**src/rtl/osd_override_map.svh**
```systemverilog
// Register map, field positions, reset values and codes of the pixel-override block
`ifndef OSD_OVERRIDE_MAP_SVH
`define OSD_OVERRIDE_MAP_SVH

`define OSD_REG_CTRL          4'h0
`define OSD_REG_HILITE        4'h1
`define OSD_REG_LOLITE        4'h2
`define OSD_REG_HEAVY_LOLITE  4'h3
`define OSD_REG_NOMINAL_LINES 4'h4
`define OSD_REG_ACTIVE_LINES  4'h5
`define OSD_REG_STATUS        4'h6

`define OSD_CTRL_HEIGHT_EN    0
`define OSD_CTRL_BLINK_HIDE   1
`define OSD_STATUS_BUSY       5

`define OSD_CTRL_RST          2'h1
`define OSD_COLOR_RST         9'h000
`define OSD_LINES_RST         11'h000

`define OSD_CODE_WINDOW_END   8'h00
`define OSD_CODE_ROW_END      8'h01

`define OSD_FEAT_NORMAL       4'h0
`define OSD_FEAT_BLINK        4'h1
`define OSD_FEAT_SHADOW       4'h2
`define OSD_FEAT_BORDER       4'h3
`define OSD_FEAT_BOX_BIT      3
`define OSD_FEAT_HEAVY_BIT    2
`define OSD_FEAT_DEPRESS_BIT  1
`define OSD_FEAT_BLINK_BIT    0

`define OSD_MATRIX_LAST_ROW   5'h11
`define OSD_LINE_MSB          4'hb

`endif

```
**src/rtl/osd_override_pkg.sv**
```systemverilog
// Types shared by the pixel-override block
package osd_override_pkg;

   typedef struct packed {
      logic [7:0]  code;
      logic [3:0]  feature;
      logic [8:0]  fgColor;
      logic [8:0]  bgColor;
      logic [11:0] lineAbove;
      logic [11:0] lineCur;
      logic [11:0] lineBelow;
      logic        firstLine;
      logic [3:0]  rightFeature;
      logic [3:0]  aboveFeature;
   } fetch_s;

   typedef struct packed {
      logic       fg;
      logic       override;
      logic [8:0] color;
   } pixel_s;

   typedef enum logic [0:0] {
      ST_IDLE  = 1'b0,
      ST_SHIFT = 1'b1
   } shift_state_e;

endpackage : osd_override_pkg

```
**src/rtl/osd_pixel_override_effects.sv**
```systemverilog
// Pixel-override effects of the character generator: shadow, border, boxes, row repeat
// Operation
// - Shadow uses the line above each fetched 12-bit line to build a mask.
// - Current bit X is compared with bit X+1 of the line above.
// - Bit 11 of a line is never shadowed.
// - Shadow-masked pixels take the heavy lowlight colour.
// - Border uses lines above and below and all eight neighbours.
// - Border-masked pixels take the heavy lowlight colour.
// - Border may be wrong in rows 0 and 17 and columns 0 and 11.
// - Rows of the 18-row matrix repeat to keep character height constant.
// - A character never shows fewer than its 18 matrix rows.
// - Two-colour codes 00h and 01h are window end and row end.
// - Irregular boxes may lose edges; no completion is attempted.
// - Box bit enables; bits 1 and 2 pick raised/depressed and normal/heavy colours, bit 0 blinks.
// - Boxes overwrite only top line and right column; neighbours draw the rest.
// - Feature field selects normal, blink, shadow, border or box variants.
`timescale 1ns/1ps
`include "osd_override_map.svh"
module osd_pixel_override_effects
   import osd_override_pkg::*;
(
   input  wire logic        clk,
   input  wire logic        srst,
   input  wire logic [3:0]  regAddr,
   input  wire logic [15:0] regWrData,
   input  wire logic        regWr,
   input  wire logic        regRd,
   output logic      [15:0] regRdData,
   input  wire logic        fetchValid,
   input  wire fetch_s      fetch,
   output logic             fetchReady,
   input  wire logic        charStart,
   input  wire logic        lineStep,
   output logic      [4:0]  matrixRow,
   output logic             pixValid,
   output pixel_s           pix,
   output logic             windowEndPulse,
   output logic             rowEndPulse
);
   // Register file
   logic [1:0]  ctrl_ff;
   logic [1:0]  nxt_ctrl;
   logic [8:0]  hilite_ff;
   logic [8:0]  nxt_hilite;
   logic [8:0]  lolite_ff;
   logic [8:0]  nxt_lolite;
   logic [8:0]  heavyLo_ff;
   logic [8:0]  nxt_heavyLo;
   logic [10:0] nominal_ff;
   logic [10:0] nxt_nominal;
   logic [10:0] active_ff;
   logic [10:0] nxt_active;
   logic [15:0] rdData_ff;
   logic [15:0] nxt_rdData;

   // Pixel engine
   shift_state_e state_ff;
   shift_state_e nxt_state;
   fetch_s       hold_ff;
   fetch_s       nxt_hold;
   logic [11:0]  mask_ff;
   logic [11:0]  nxt_mask;
   logic [3:0]   idx_ff;
   logic [3:0]   nxt_idx;
   logic         ready_ff;
   logic         nxt_ready;
   logic         pixValid_ff;
   logic         nxt_pixValid;
   pixel_s       pix_ff;
   pixel_s       nxt_pix;
   logic         winEnd_ff;
   logic         nxt_winEnd;
   logic         rowEnd_ff;
   logic         nxt_rowEnd;
   logic [4:0]   rowOut_ff;

   logic [11:0]  fetchMask;
   logic [4:0]   repeatRow;
   logic         fetchTake;
   logic         isCtrlCode;

   shadow_border_mask u_mask (
      .lineAbove (fetch.lineAbove),
      .lineCur   (fetch.lineCur),
      .lineBelow (fetch.lineBelow),
      .borderMode(fetch.feature == `OSD_FEAT_BORDER),
      .mask      (fetchMask)
   );

   row_repeat_ctrl u_rows (
      .clk         (clk),
      .srst        (srst),
      .enable      (ctrl_ff[`OSD_CTRL_HEIGHT_EN]),
      .nominalLines(nominal_ff),
      .activeLines (active_ff),
      .charStart   (charStart),
      .lineStep    (lineStep),
      .matrixRow   (repeatRow)
   );

   // Register writes and reads
   always_comb begin
      nxt_ctrl    = ctrl_ff;
      nxt_hilite  = hilite_ff;
      nxt_lolite  = lolite_ff;
      nxt_heavyLo = heavyLo_ff;
      nxt_nominal = nominal_ff;
      nxt_active  = active_ff;
      nxt_rdData  = 16'h0000;
      if (regWr) begin
         unique case (regAddr)
            `OSD_REG_CTRL:          nxt_ctrl    = regWrData[1:0];
            `OSD_REG_HILITE:        nxt_hilite  = regWrData[8:0];
            `OSD_REG_LOLITE:        nxt_lolite  = regWrData[8:0];
            `OSD_REG_HEAVY_LOLITE:  nxt_heavyLo = regWrData[8:0];
            `OSD_REG_NOMINAL_LINES: nxt_nominal = regWrData[10:0];
            `OSD_REG_ACTIVE_LINES:  nxt_active  = regWrData[10:0];
            default: begin
            end
         endcase
      end
      if (regRd) begin
         unique case (regAddr)
            `OSD_REG_CTRL:          nxt_rdData = {14'h0000, ctrl_ff};
            `OSD_REG_HILITE:        nxt_rdData = {7'h00, hilite_ff};
            `OSD_REG_LOLITE:        nxt_rdData = {7'h00, lolite_ff};
            `OSD_REG_HEAVY_LOLITE:  nxt_rdData = {7'h00, heavyLo_ff};
            `OSD_REG_NOMINAL_LINES: nxt_rdData = {5'h00, nominal_ff};
            `OSD_REG_ACTIVE_LINES:  nxt_rdData = {5'h00, active_ff};
            `OSD_REG_STATUS:        nxt_rdData = {10'h000, (state_ff == ST_SHIFT), repeatRow};
            default:                nxt_rdData = 16'h0000;
         endcase
      end
   end

   always_ff @(posedge clk) begin
      if (srst) begin
         ctrl_ff    <= `OSD_CTRL_RST;
         hilite_ff  <= `OSD_COLOR_RST;
         lolite_ff  <= `OSD_COLOR_RST;
         heavyLo_ff <= `OSD_COLOR_RST;
         nominal_ff <= `OSD_LINES_RST;
         active_ff  <= `OSD_LINES_RST;
         rdData_ff  <= 16'h0000;
      end else begin
         ctrl_ff    <= nxt_ctrl;
         hilite_ff  <= nxt_hilite;
         lolite_ff  <= nxt_lolite;
         heavyLo_ff <= nxt_heavyLo;
         nominal_ff <= nxt_nominal;
         active_ff  <= nxt_active;
         rdData_ff  <= nxt_rdData;
      end
   end

   // Lowlight colour of a box: normal or heavy
   function automatic logic [8:0] lowColor(input logic [3:0] feat,
                                           input logic [8:0] lo,
                                           input logic [8:0] heavyLo);
      lowColor = feat[`OSD_FEAT_HEAVY_BIT] ? heavyLo : lo;
   endfunction : lowColor

   // Colour of one pixel after every override
   function automatic pixel_s pixelAt(input fetch_s   f,
                                      input logic [11:0] m,
                                      input logic [3:0]  x,
                                      input logic        blinkHide,
                                      input logic [8:0]  hi,
                                      input logic [8:0]  lo,
                                      input logic [8:0]  heavyLo);
      logic ownBox;
      logic rightBox;
      logic aboveBox;
      logic blinkOn;
      logic lit;
      ownBox   = f.feature[`OSD_FEAT_BOX_BIT];
      rightBox = f.rightFeature[`OSD_FEAT_BOX_BIT];
      aboveBox = f.aboveFeature[`OSD_FEAT_BOX_BIT];
      // Box codes carry blink in the low bit; 01xx is reserved and acts as normal
      blinkOn  = ownBox ? f.feature[`OSD_FEAT_BLINK_BIT]
                        : (f.feature == `OSD_FEAT_BLINK);
      lit      = f.lineCur[x] & ~(blinkOn & blinkHide);
      pixelAt.fg       = lit;
      pixelAt.override = 1'b1;
      pixelAt.color    = lit ? f.fgColor : f.bgColor;
      // Box edges only ever overwrite the top line and right column of a cell
      if (ownBox && f.firstLine) begin
         pixelAt.color = f.feature[`OSD_FEAT_DEPRESS_BIT] ?
                         lowColor(f.feature, lo, heavyLo) : hi;
      end else if (ownBox && (x == 4'h0)) begin
         pixelAt.color = f.feature[`OSD_FEAT_DEPRESS_BIT] ?
                         hi : lowColor(f.feature, lo, heavyLo);
      end else if (rightBox && (x == 4'h0)) begin
         // Left edge of the box to the right
         pixelAt.color = f.rightFeature[`OSD_FEAT_DEPRESS_BIT] ?
                         lowColor(f.rightFeature, lo, heavyLo) : hi;
      end else if (aboveBox && f.firstLine) begin
         // Bottom edge of the box above, no edge completion otherwise
         pixelAt.color = f.aboveFeature[`OSD_FEAT_DEPRESS_BIT] ?
                         hi : lowColor(f.aboveFeature, lo, heavyLo);
      end else if (m[x]) begin
         pixelAt.color = heavyLo;
      end else begin
         pixelAt.override = 1'b0;
      end
   endfunction : pixelAt

   assign fetchTake  = fetchValid & ready_ff;
   assign isCtrlCode = (fetch.code == `OSD_CODE_WINDOW_END) |
                       (fetch.code == `OSD_CODE_ROW_END);

   // Fetch acceptance and pixel serialiser, leftmost pixel (bit 11) first
   always_comb begin
      nxt_state    = state_ff;
      nxt_hold     = hold_ff;
      nxt_mask     = mask_ff;
      nxt_idx      = idx_ff;
      nxt_ready    = ready_ff;
      nxt_pixValid = 1'b0;
      nxt_pix      = pix_ff;
      nxt_winEnd   = 1'b0;
      nxt_rowEnd   = 1'b0;
      unique case (state_ff)
         ST_IDLE: begin
            nxt_ready = 1'b1;
            if (fetchTake) begin
               if (isCtrlCode) begin
                  // Control codes are never drawn
                  nxt_winEnd = (fetch.code == `OSD_CODE_WINDOW_END);
                  nxt_rowEnd = (fetch.code == `OSD_CODE_ROW_END);
               end else begin
                  nxt_hold  = fetch;
                  nxt_mask  = ((fetch.feature == `OSD_FEAT_SHADOW) |
                               (fetch.feature == `OSD_FEAT_BORDER)) ? fetchMask : 12'h000;
                  nxt_idx   = `OSD_LINE_MSB;
                  nxt_ready = 1'b0;
                  nxt_state = ST_SHIFT;
               end
            end
         end
         ST_SHIFT: begin
            nxt_pixValid = 1'b1;
            nxt_pix      = pixelAt(hold_ff, mask_ff, idx_ff, ctrl_ff[`OSD_CTRL_BLINK_HIDE],
                                   hilite_ff, lolite_ff, heavyLo_ff);
            if (idx_ff == 4'h0) begin
               nxt_ready = 1'b1;
               nxt_state = ST_IDLE;
            end else begin
               nxt_idx = idx_ff - 4'h1;
            end
         end
      endcase
   end

   always_ff @(posedge clk) begin
      if (srst) begin
         state_ff    <= ST_IDLE;
         hold_ff     <= '0;
         mask_ff     <= 12'h000;
         idx_ff      <= 4'h0;
         ready_ff    <= 1'b0;
         pixValid_ff <= 1'b0;
         pix_ff      <= '0;
         winEnd_ff   <= 1'b0;
         rowEnd_ff   <= 1'b0;
         rowOut_ff   <= 5'h00;
      end else begin
         state_ff    <= nxt_state;
         hold_ff     <= nxt_hold;
         mask_ff     <= nxt_mask;
         idx_ff      <= nxt_idx;
         ready_ff    <= nxt_ready;
         pixValid_ff <= nxt_pixValid;
         pix_ff      <= nxt_pix;
         winEnd_ff   <= nxt_winEnd;
         rowEnd_ff   <= nxt_rowEnd;
         rowOut_ff   <= repeatRow;
      end
   end

   assign regRdData      = rdData_ff;
   assign fetchReady     = ready_ff;
   assign matrixRow      = rowOut_ff;
   assign pixValid       = pixValid_ff;
   assign pix            = pix_ff;
   assign windowEndPulse = winEnd_ff;
   assign rowEndPulse    = rowEnd_ff;

endmodule : osd_pixel_override_effects

```
**src/rtl/shadow_border_mask.sv**
```systemverilog
// Shadow and border override mask for one 12-pixel character line
`timescale 1ns/1ps
module shadow_border_mask
   import osd_override_pkg::*;
(
   input  wire logic [11:0] lineAbove,
   input  wire logic [11:0] lineCur,
   input  wire logic [11:0] lineBelow,
   input  wire logic        borderMode,
   output logic      [11:0] mask
);
   logic [13:0] padA;
   logic [13:0] padC;
   logic [13:0] padB;

   always_comb begin
      // Outside the matrix counts as unlit
      padA = {1'b0, lineAbove, 1'b0};
      padC = {1'b0, lineCur, 1'b0};
      padB = {1'b0, lineBelow, 1'b0};
      mask = 12'h000;
      for (int x = 0; x < 12; x++) begin
         if (borderMode) begin
            mask[x] = ~lineCur[x] & (padA[x] | padA[x+1] | padA[x+2] | padC[x] | padC[x+2]
                                     | padB[x] | padB[x+1] | padB[x+2]);
         end else if (x < 11) begin
            mask[x] = ~lineCur[x] & lineAbove[x+1];
         end else begin
            mask[x] = 1'b0;
         end
      end
   end

endmodule : shadow_border_mask

```
**src/rtl/row_repeat_ctrl.sv**
```systemverilog
// Matrix row selection that repeats rows to keep character height constant
`timescale 1ns/1ps
`include "osd_override_map.svh"
module row_repeat_ctrl
   import osd_override_pkg::*;
(
   input  wire logic        clk,
   input  wire logic        srst,
   input  wire logic        enable,
   input  wire logic [10:0] nominalLines,
   input  wire logic [10:0] activeLines,
   input  wire logic        charStart,
   input  wire logic        lineStep,
   output logic      [4:0]  matrixRow
);
   logic [4:0]  row_ff;
   logic [4:0]  nxt_row;
   logic [11:0] acc_ff;
   logic [11:0] nxt_acc;
   logic [11:0] sum;
   logic        advance;

   always_comb begin
      nxt_row = row_ff;
      nxt_acc = acc_ff;
      sum     = acc_ff + {1'b0, nominalLines};
      advance = 1'b1;
      // Spread repeats evenly: advance when nominal/active share accumulates
      if (enable && (activeLines > nominalLines)) begin
         advance = (sum >= {1'b0, activeLines});
      end
      if (charStart) begin
         nxt_row = 5'h00;
         nxt_acc = 12'h000;
      end else if (lineStep) begin
         // At most one row per scan line, so never fewer than 18 lines
         if (advance && (row_ff != `OSD_MATRIX_LAST_ROW)) begin
            nxt_row = row_ff + 5'h01;
         end
         if (enable && (activeLines > nominalLines)) begin
            nxt_acc = advance ? (sum - {1'b0, activeLines}) : sum;
         end
      end
   end

   always_ff @(posedge clk) begin
      if (srst) begin
         row_ff <= 5'h00;
         acc_ff <= 12'h000;
      end else begin
         row_ff <= nxt_row;
         acc_ff <= nxt_acc;
      end
   end

   assign matrixRow = row_ff;

endmodule : row_repeat_ctrl

```
**config.mk**
```make
export PLATFORM = sky130hd
export DESIGN_NAME = osd_pixel_override_effects
export DESIGN_NICKNAME = d
export VERILOG_FILES = /design/src/rtl/osd_override_pkg.sv /design/src/rtl/osd_pixel_override_effects.sv /design/src/rtl/shadow_border_mask.sv /design/src/rtl/row_repeat_ctrl.sv
export VERILOG_INCLUDE_DIRS = /design/src /design/src/rtl
export SDC_FILE = /design/constraint.sdc
export NUM_CORES = 1
export LEC_CHECK = 0
export ABC_AREA = 1
export BUFFER_PORTS_ARGS = -buffer_cell sky130_fd_sc_hd__buf_2
export CAP_MARGIN = 40
export CORE_MARGIN = 1.5
export CORE_UTILIZATION = 40
export DETAILED_ROUTE_END_ITERATION = 8
export HOLD_SLACK_MARGIN = 0.02
export SYNTH_ARGS = -nofsm -noshare
export SYNTH_HDL_FRONTEND = slang
export SYNTH_SLANG_ARGS = --single-unit
export TNS_END_PERCENT = 10
```
**constraint.sdc**
```tcl
create_clock -name clk -period 4.1 [get_ports clk]
set_clock_uncertainty 0.15 [all_clocks]
set_input_delay 0.41 -clock clk [delete_from_list [all_inputs] [get_ports clk]]
set_output_delay 0.41 -clock clk [all_outputs]
set_load 0.02 [all_outputs]
```
==> impl_results.md <==
* Pwr dens at 394.4 nW/um2
* CP arrival at 3.90 ns
* WS Path Type: flop to flop
* H-tree lvl count at 4
* Status: finished, final reports clean
* Via count at roughly 8900
* First-pass GRT wire length at between 40000 and 50000 um
* # placed instances at approximately 1700
* Top cell type's share of synthesized area at a little over a third
* Post-synth EDFFs at 0
* HP Class: primary input to flop
* Warnings, synthesis at 0
* Largest net degree at the start of global routing at 47
* Fmax at approximately 270 MHz
* TritonRoute pass-1 iters at 5
* Worst vdd ir at 0.0002432 V
* Routed Wire Length at between 20000 and 30000 um
* Post-synth top flop: dfxtp_1
* Vias in the first global route at just over 8000
* Post-Syn Area at just over 9000 um2
* CTS max path bufs at 2
* Worst slew margin at around half
* Sum Neg Setup Slack at 0 ns
* GP Congestion at 0.8732
* Final period util at between 90% and 100%
* CP most frequent cell: nor2_1
* Synth area leader: dfxtp_1
* RSZ-0062 raised after global routing: no
* Top post-synthesis cells by area: dfxtp_1, nand2_1, a21oi_1
* Slowest-stage cell, CP: fa_1
* ANT cells at 0
* Detailed placement HPWL at a little under 20000 um
* Startpoint type of the worst setup path: flop
* Vias/cell at around 5.2
* P_leak at 4.661 nW
* Post-Syn Instances at roughly 1300
* Final Hold Violating Endpoints at 0
* Synthesized flop and latch total at around 160
* Worst-path clk slew at approximately 0.06 ns
* Total GRT Usage at between 20% and 30%
* Clk sink count at 157
* Die Area at between 20000 and 25000 um2
* I/O Buffers at ~130
* Netlist cell types at roughly 50
* # IOs at ~140
* Sequential cell area fraction in the yosys report at a little over a third
* Top post-synthesis cells by count: nand2_1, a21oi_1, o21ai_0, dfxtp_1, inv_1
* Area Growth Syn to Fin at 14.80%
* Die height at roughly 150 um
* Die width at approximately 150 um
* Initial Utilization at roughly two fifths
* Minimum clock period at ~3.7 ns
* Critical path, cell by cell: ha_1 -> fa_1 -> nand3_1 -> nand2_1 -> a21oi_1 -> o21ai_0 -> xnor2_1 -> inv_1 -> ha_1 -> nand2_1 -> nor2_1 -> a21oi_1 -> o21ai_1 -> nand2_1 -> nand3b_1 -> nor2_4 -> nand2_8 -> inv_2 -> nor2_1 -> nor2_1 -> nor2_1
* Critical Path RT at roughly 4.3 ns
* Fill cells at approximately 2300
* Max Cap Viol at 0
* Clock Latency Late Sink at 0.43 ns
* Pins over their slew limit at 0
* Share of cells above drive strength 1 at between 10% and 20%
* Root Buffer: clkbuf_16
* Residual DRC at 0
* Async SR Flop Fraction at 0%
* CP Capture Type: flop
* GRT overflow at 0
* Non-filler cells in the finished layout at around 1700
* Count leader, synth: nand2_1
* CP max stage delay at between 0.4 and 0.5 ns
* Synth Area per Inst at a little under 7 um2
* Iter 0 DRT Violations at approximately 570
* Maximum fanout along the worst path at 20
* Initial antenna violation count at 0
* Final setup viols at 0
* Slew @ Worst Pin at roughly 0.77 ns
* Placeable Area at 22030 um2
* CTS tree: built
* Routed len/inst at 15.14 um
* Hold Slack at 0.06646 ns
* Power, Total at just over 4 mW
* Post-DRT Antenna Nets at 0
* TritonCTS buffer count at 17
* Placement Rows at 54
* Final Net Count at approximately 1600
==> cell type report <==
| type | count | area [um2] | area share, % |
|---|---|---|---|
| clock inverters | 11 | 110.1 | 1.060 |
| inverters | 166 | 623.1 | 5.999 |
| well taps | 280 | 350.3 | 3.373 |
| flip-flops and latches | 157 | 3143 | 30.26 |
| repair buffers | 138 | 742.0 | 7.144 |
| multi-input cells | 942 | 4961 | 47.77 |
| clock buffers | 20 | 456.7 | 4.397 |
==> critical path: cells and delay by family, from the launching register on <==
kind	cells	cell delay [ns]
AO/OA/AOI/OAI	4	0.58
XOR/XNOR	1	0.23
adder cells (fa/ha/maj)	3	1.01
buffers and inverters	2	0.22
flip-flops	1	0.33
AND/OR/NAND/NOR	11	1.09
==> metal layers <==
layer / vias to the layer above / global-route usage (%) / wire length [um]
li1: 4634 / - / -
met1: 4052 / 31.04 / 12640
met2: 229 / 36.56 / 11670
met3: 24 / 3.346 / 1243
met4: 0 / 6.611 / 405
met5: - / 0 / 0
==> per-stage QoR <==
step,util (%),worst slack [ns],instance area [um2]
2_1_floorplan,-,0.7881,9062
3_5_place_dp,44.40,0.2019,9781
6_report,47.15,0.3675,10390
4_1_cts,47.02,0.1836,10360
5_1_grt,47.15,0.02888,10390
3_3_place_gp,44.32,0.2603,9762
==> path summary, 6_finish.rpt <==
kind	from	endpoint	slack, ns	cells past startpoint
worst max-delay path	nominal_ff[0]	u_rows.acc_ff[3]	0.37	21
worst min-delay path	fetch[2]	hold_ff[2]	0.07	3
worst max register to register	nominal_ff[0]	u_rows.acc_ff[3]	0.37	21
worst min register to register	pix[5]	pix[5]	0.30	2
==> logic make-up after synthesis <==
kind of cell / share of synthesized area [%]
xor+xnor: 2.019
other cells: 0.04145
flops: 34.74
fa+ha+maj: 5.559
simple gates: 22.04
buf+inv: 10.83
compound gates: 24.77
==> where the power goes <==
part	internal (mW)	switching, mW	total [mW]
registers	1.59	0.0573	1.65
logic	0.319	0.589	0.908
clock network	0.872	0.666	1.54
==> sequential cells by signal, summed over array words and instances, names as in the netlist, 2 cells and up <==
register and count:
heavyLo_ff 9, regRdData 11, matrixRow 5, ctrl_ff 2, nominal_ff 11, pix 11
u_rows.acc_ff 12, lolite_ff 9, active_ff 11, hold_ff 41, mask_ff 12, idx_ff 4
u_rows.matrixRow 5, hilite_ff 9
==> layout by cell type (no fill, tap or decap), types with 4 or more instances in the layout <==
master / n
xnor2_1: 9
xor2_1: 10
ha_1: 37
nand4_1: 10
a31oi_1: 8
buf_4: 10
a21oi_1: 178
nor2_1: 84
o211ai_1: 12
a41oi_1: 4
nand2_2: 6
o22ai_1: 24
dfxtp_1: 157
inv_2: 6
nand3_1: 57
nand2_1: 247
clkinv_1: 4
inv_1: 156
nor4_1: 11
o21ai_1: 11
o21ai_0: 160
o21a_1: 6
buf_2: 125
or2_2: 7
clkbuf_16: 17
nor3_1: 25
conb_1: 5
==> what timing repair did <==
action | 4_1_cts | 5_1_grt
resized for setup | 0 | 4
buffers inserted | 0 | 1
endpoints found under the setup margin | 0 | 17
hold buffers | 1 | 0
endpoints found under the hold margin | 1 | 0
Note: power is estimated with default switching activity, not from simulation.
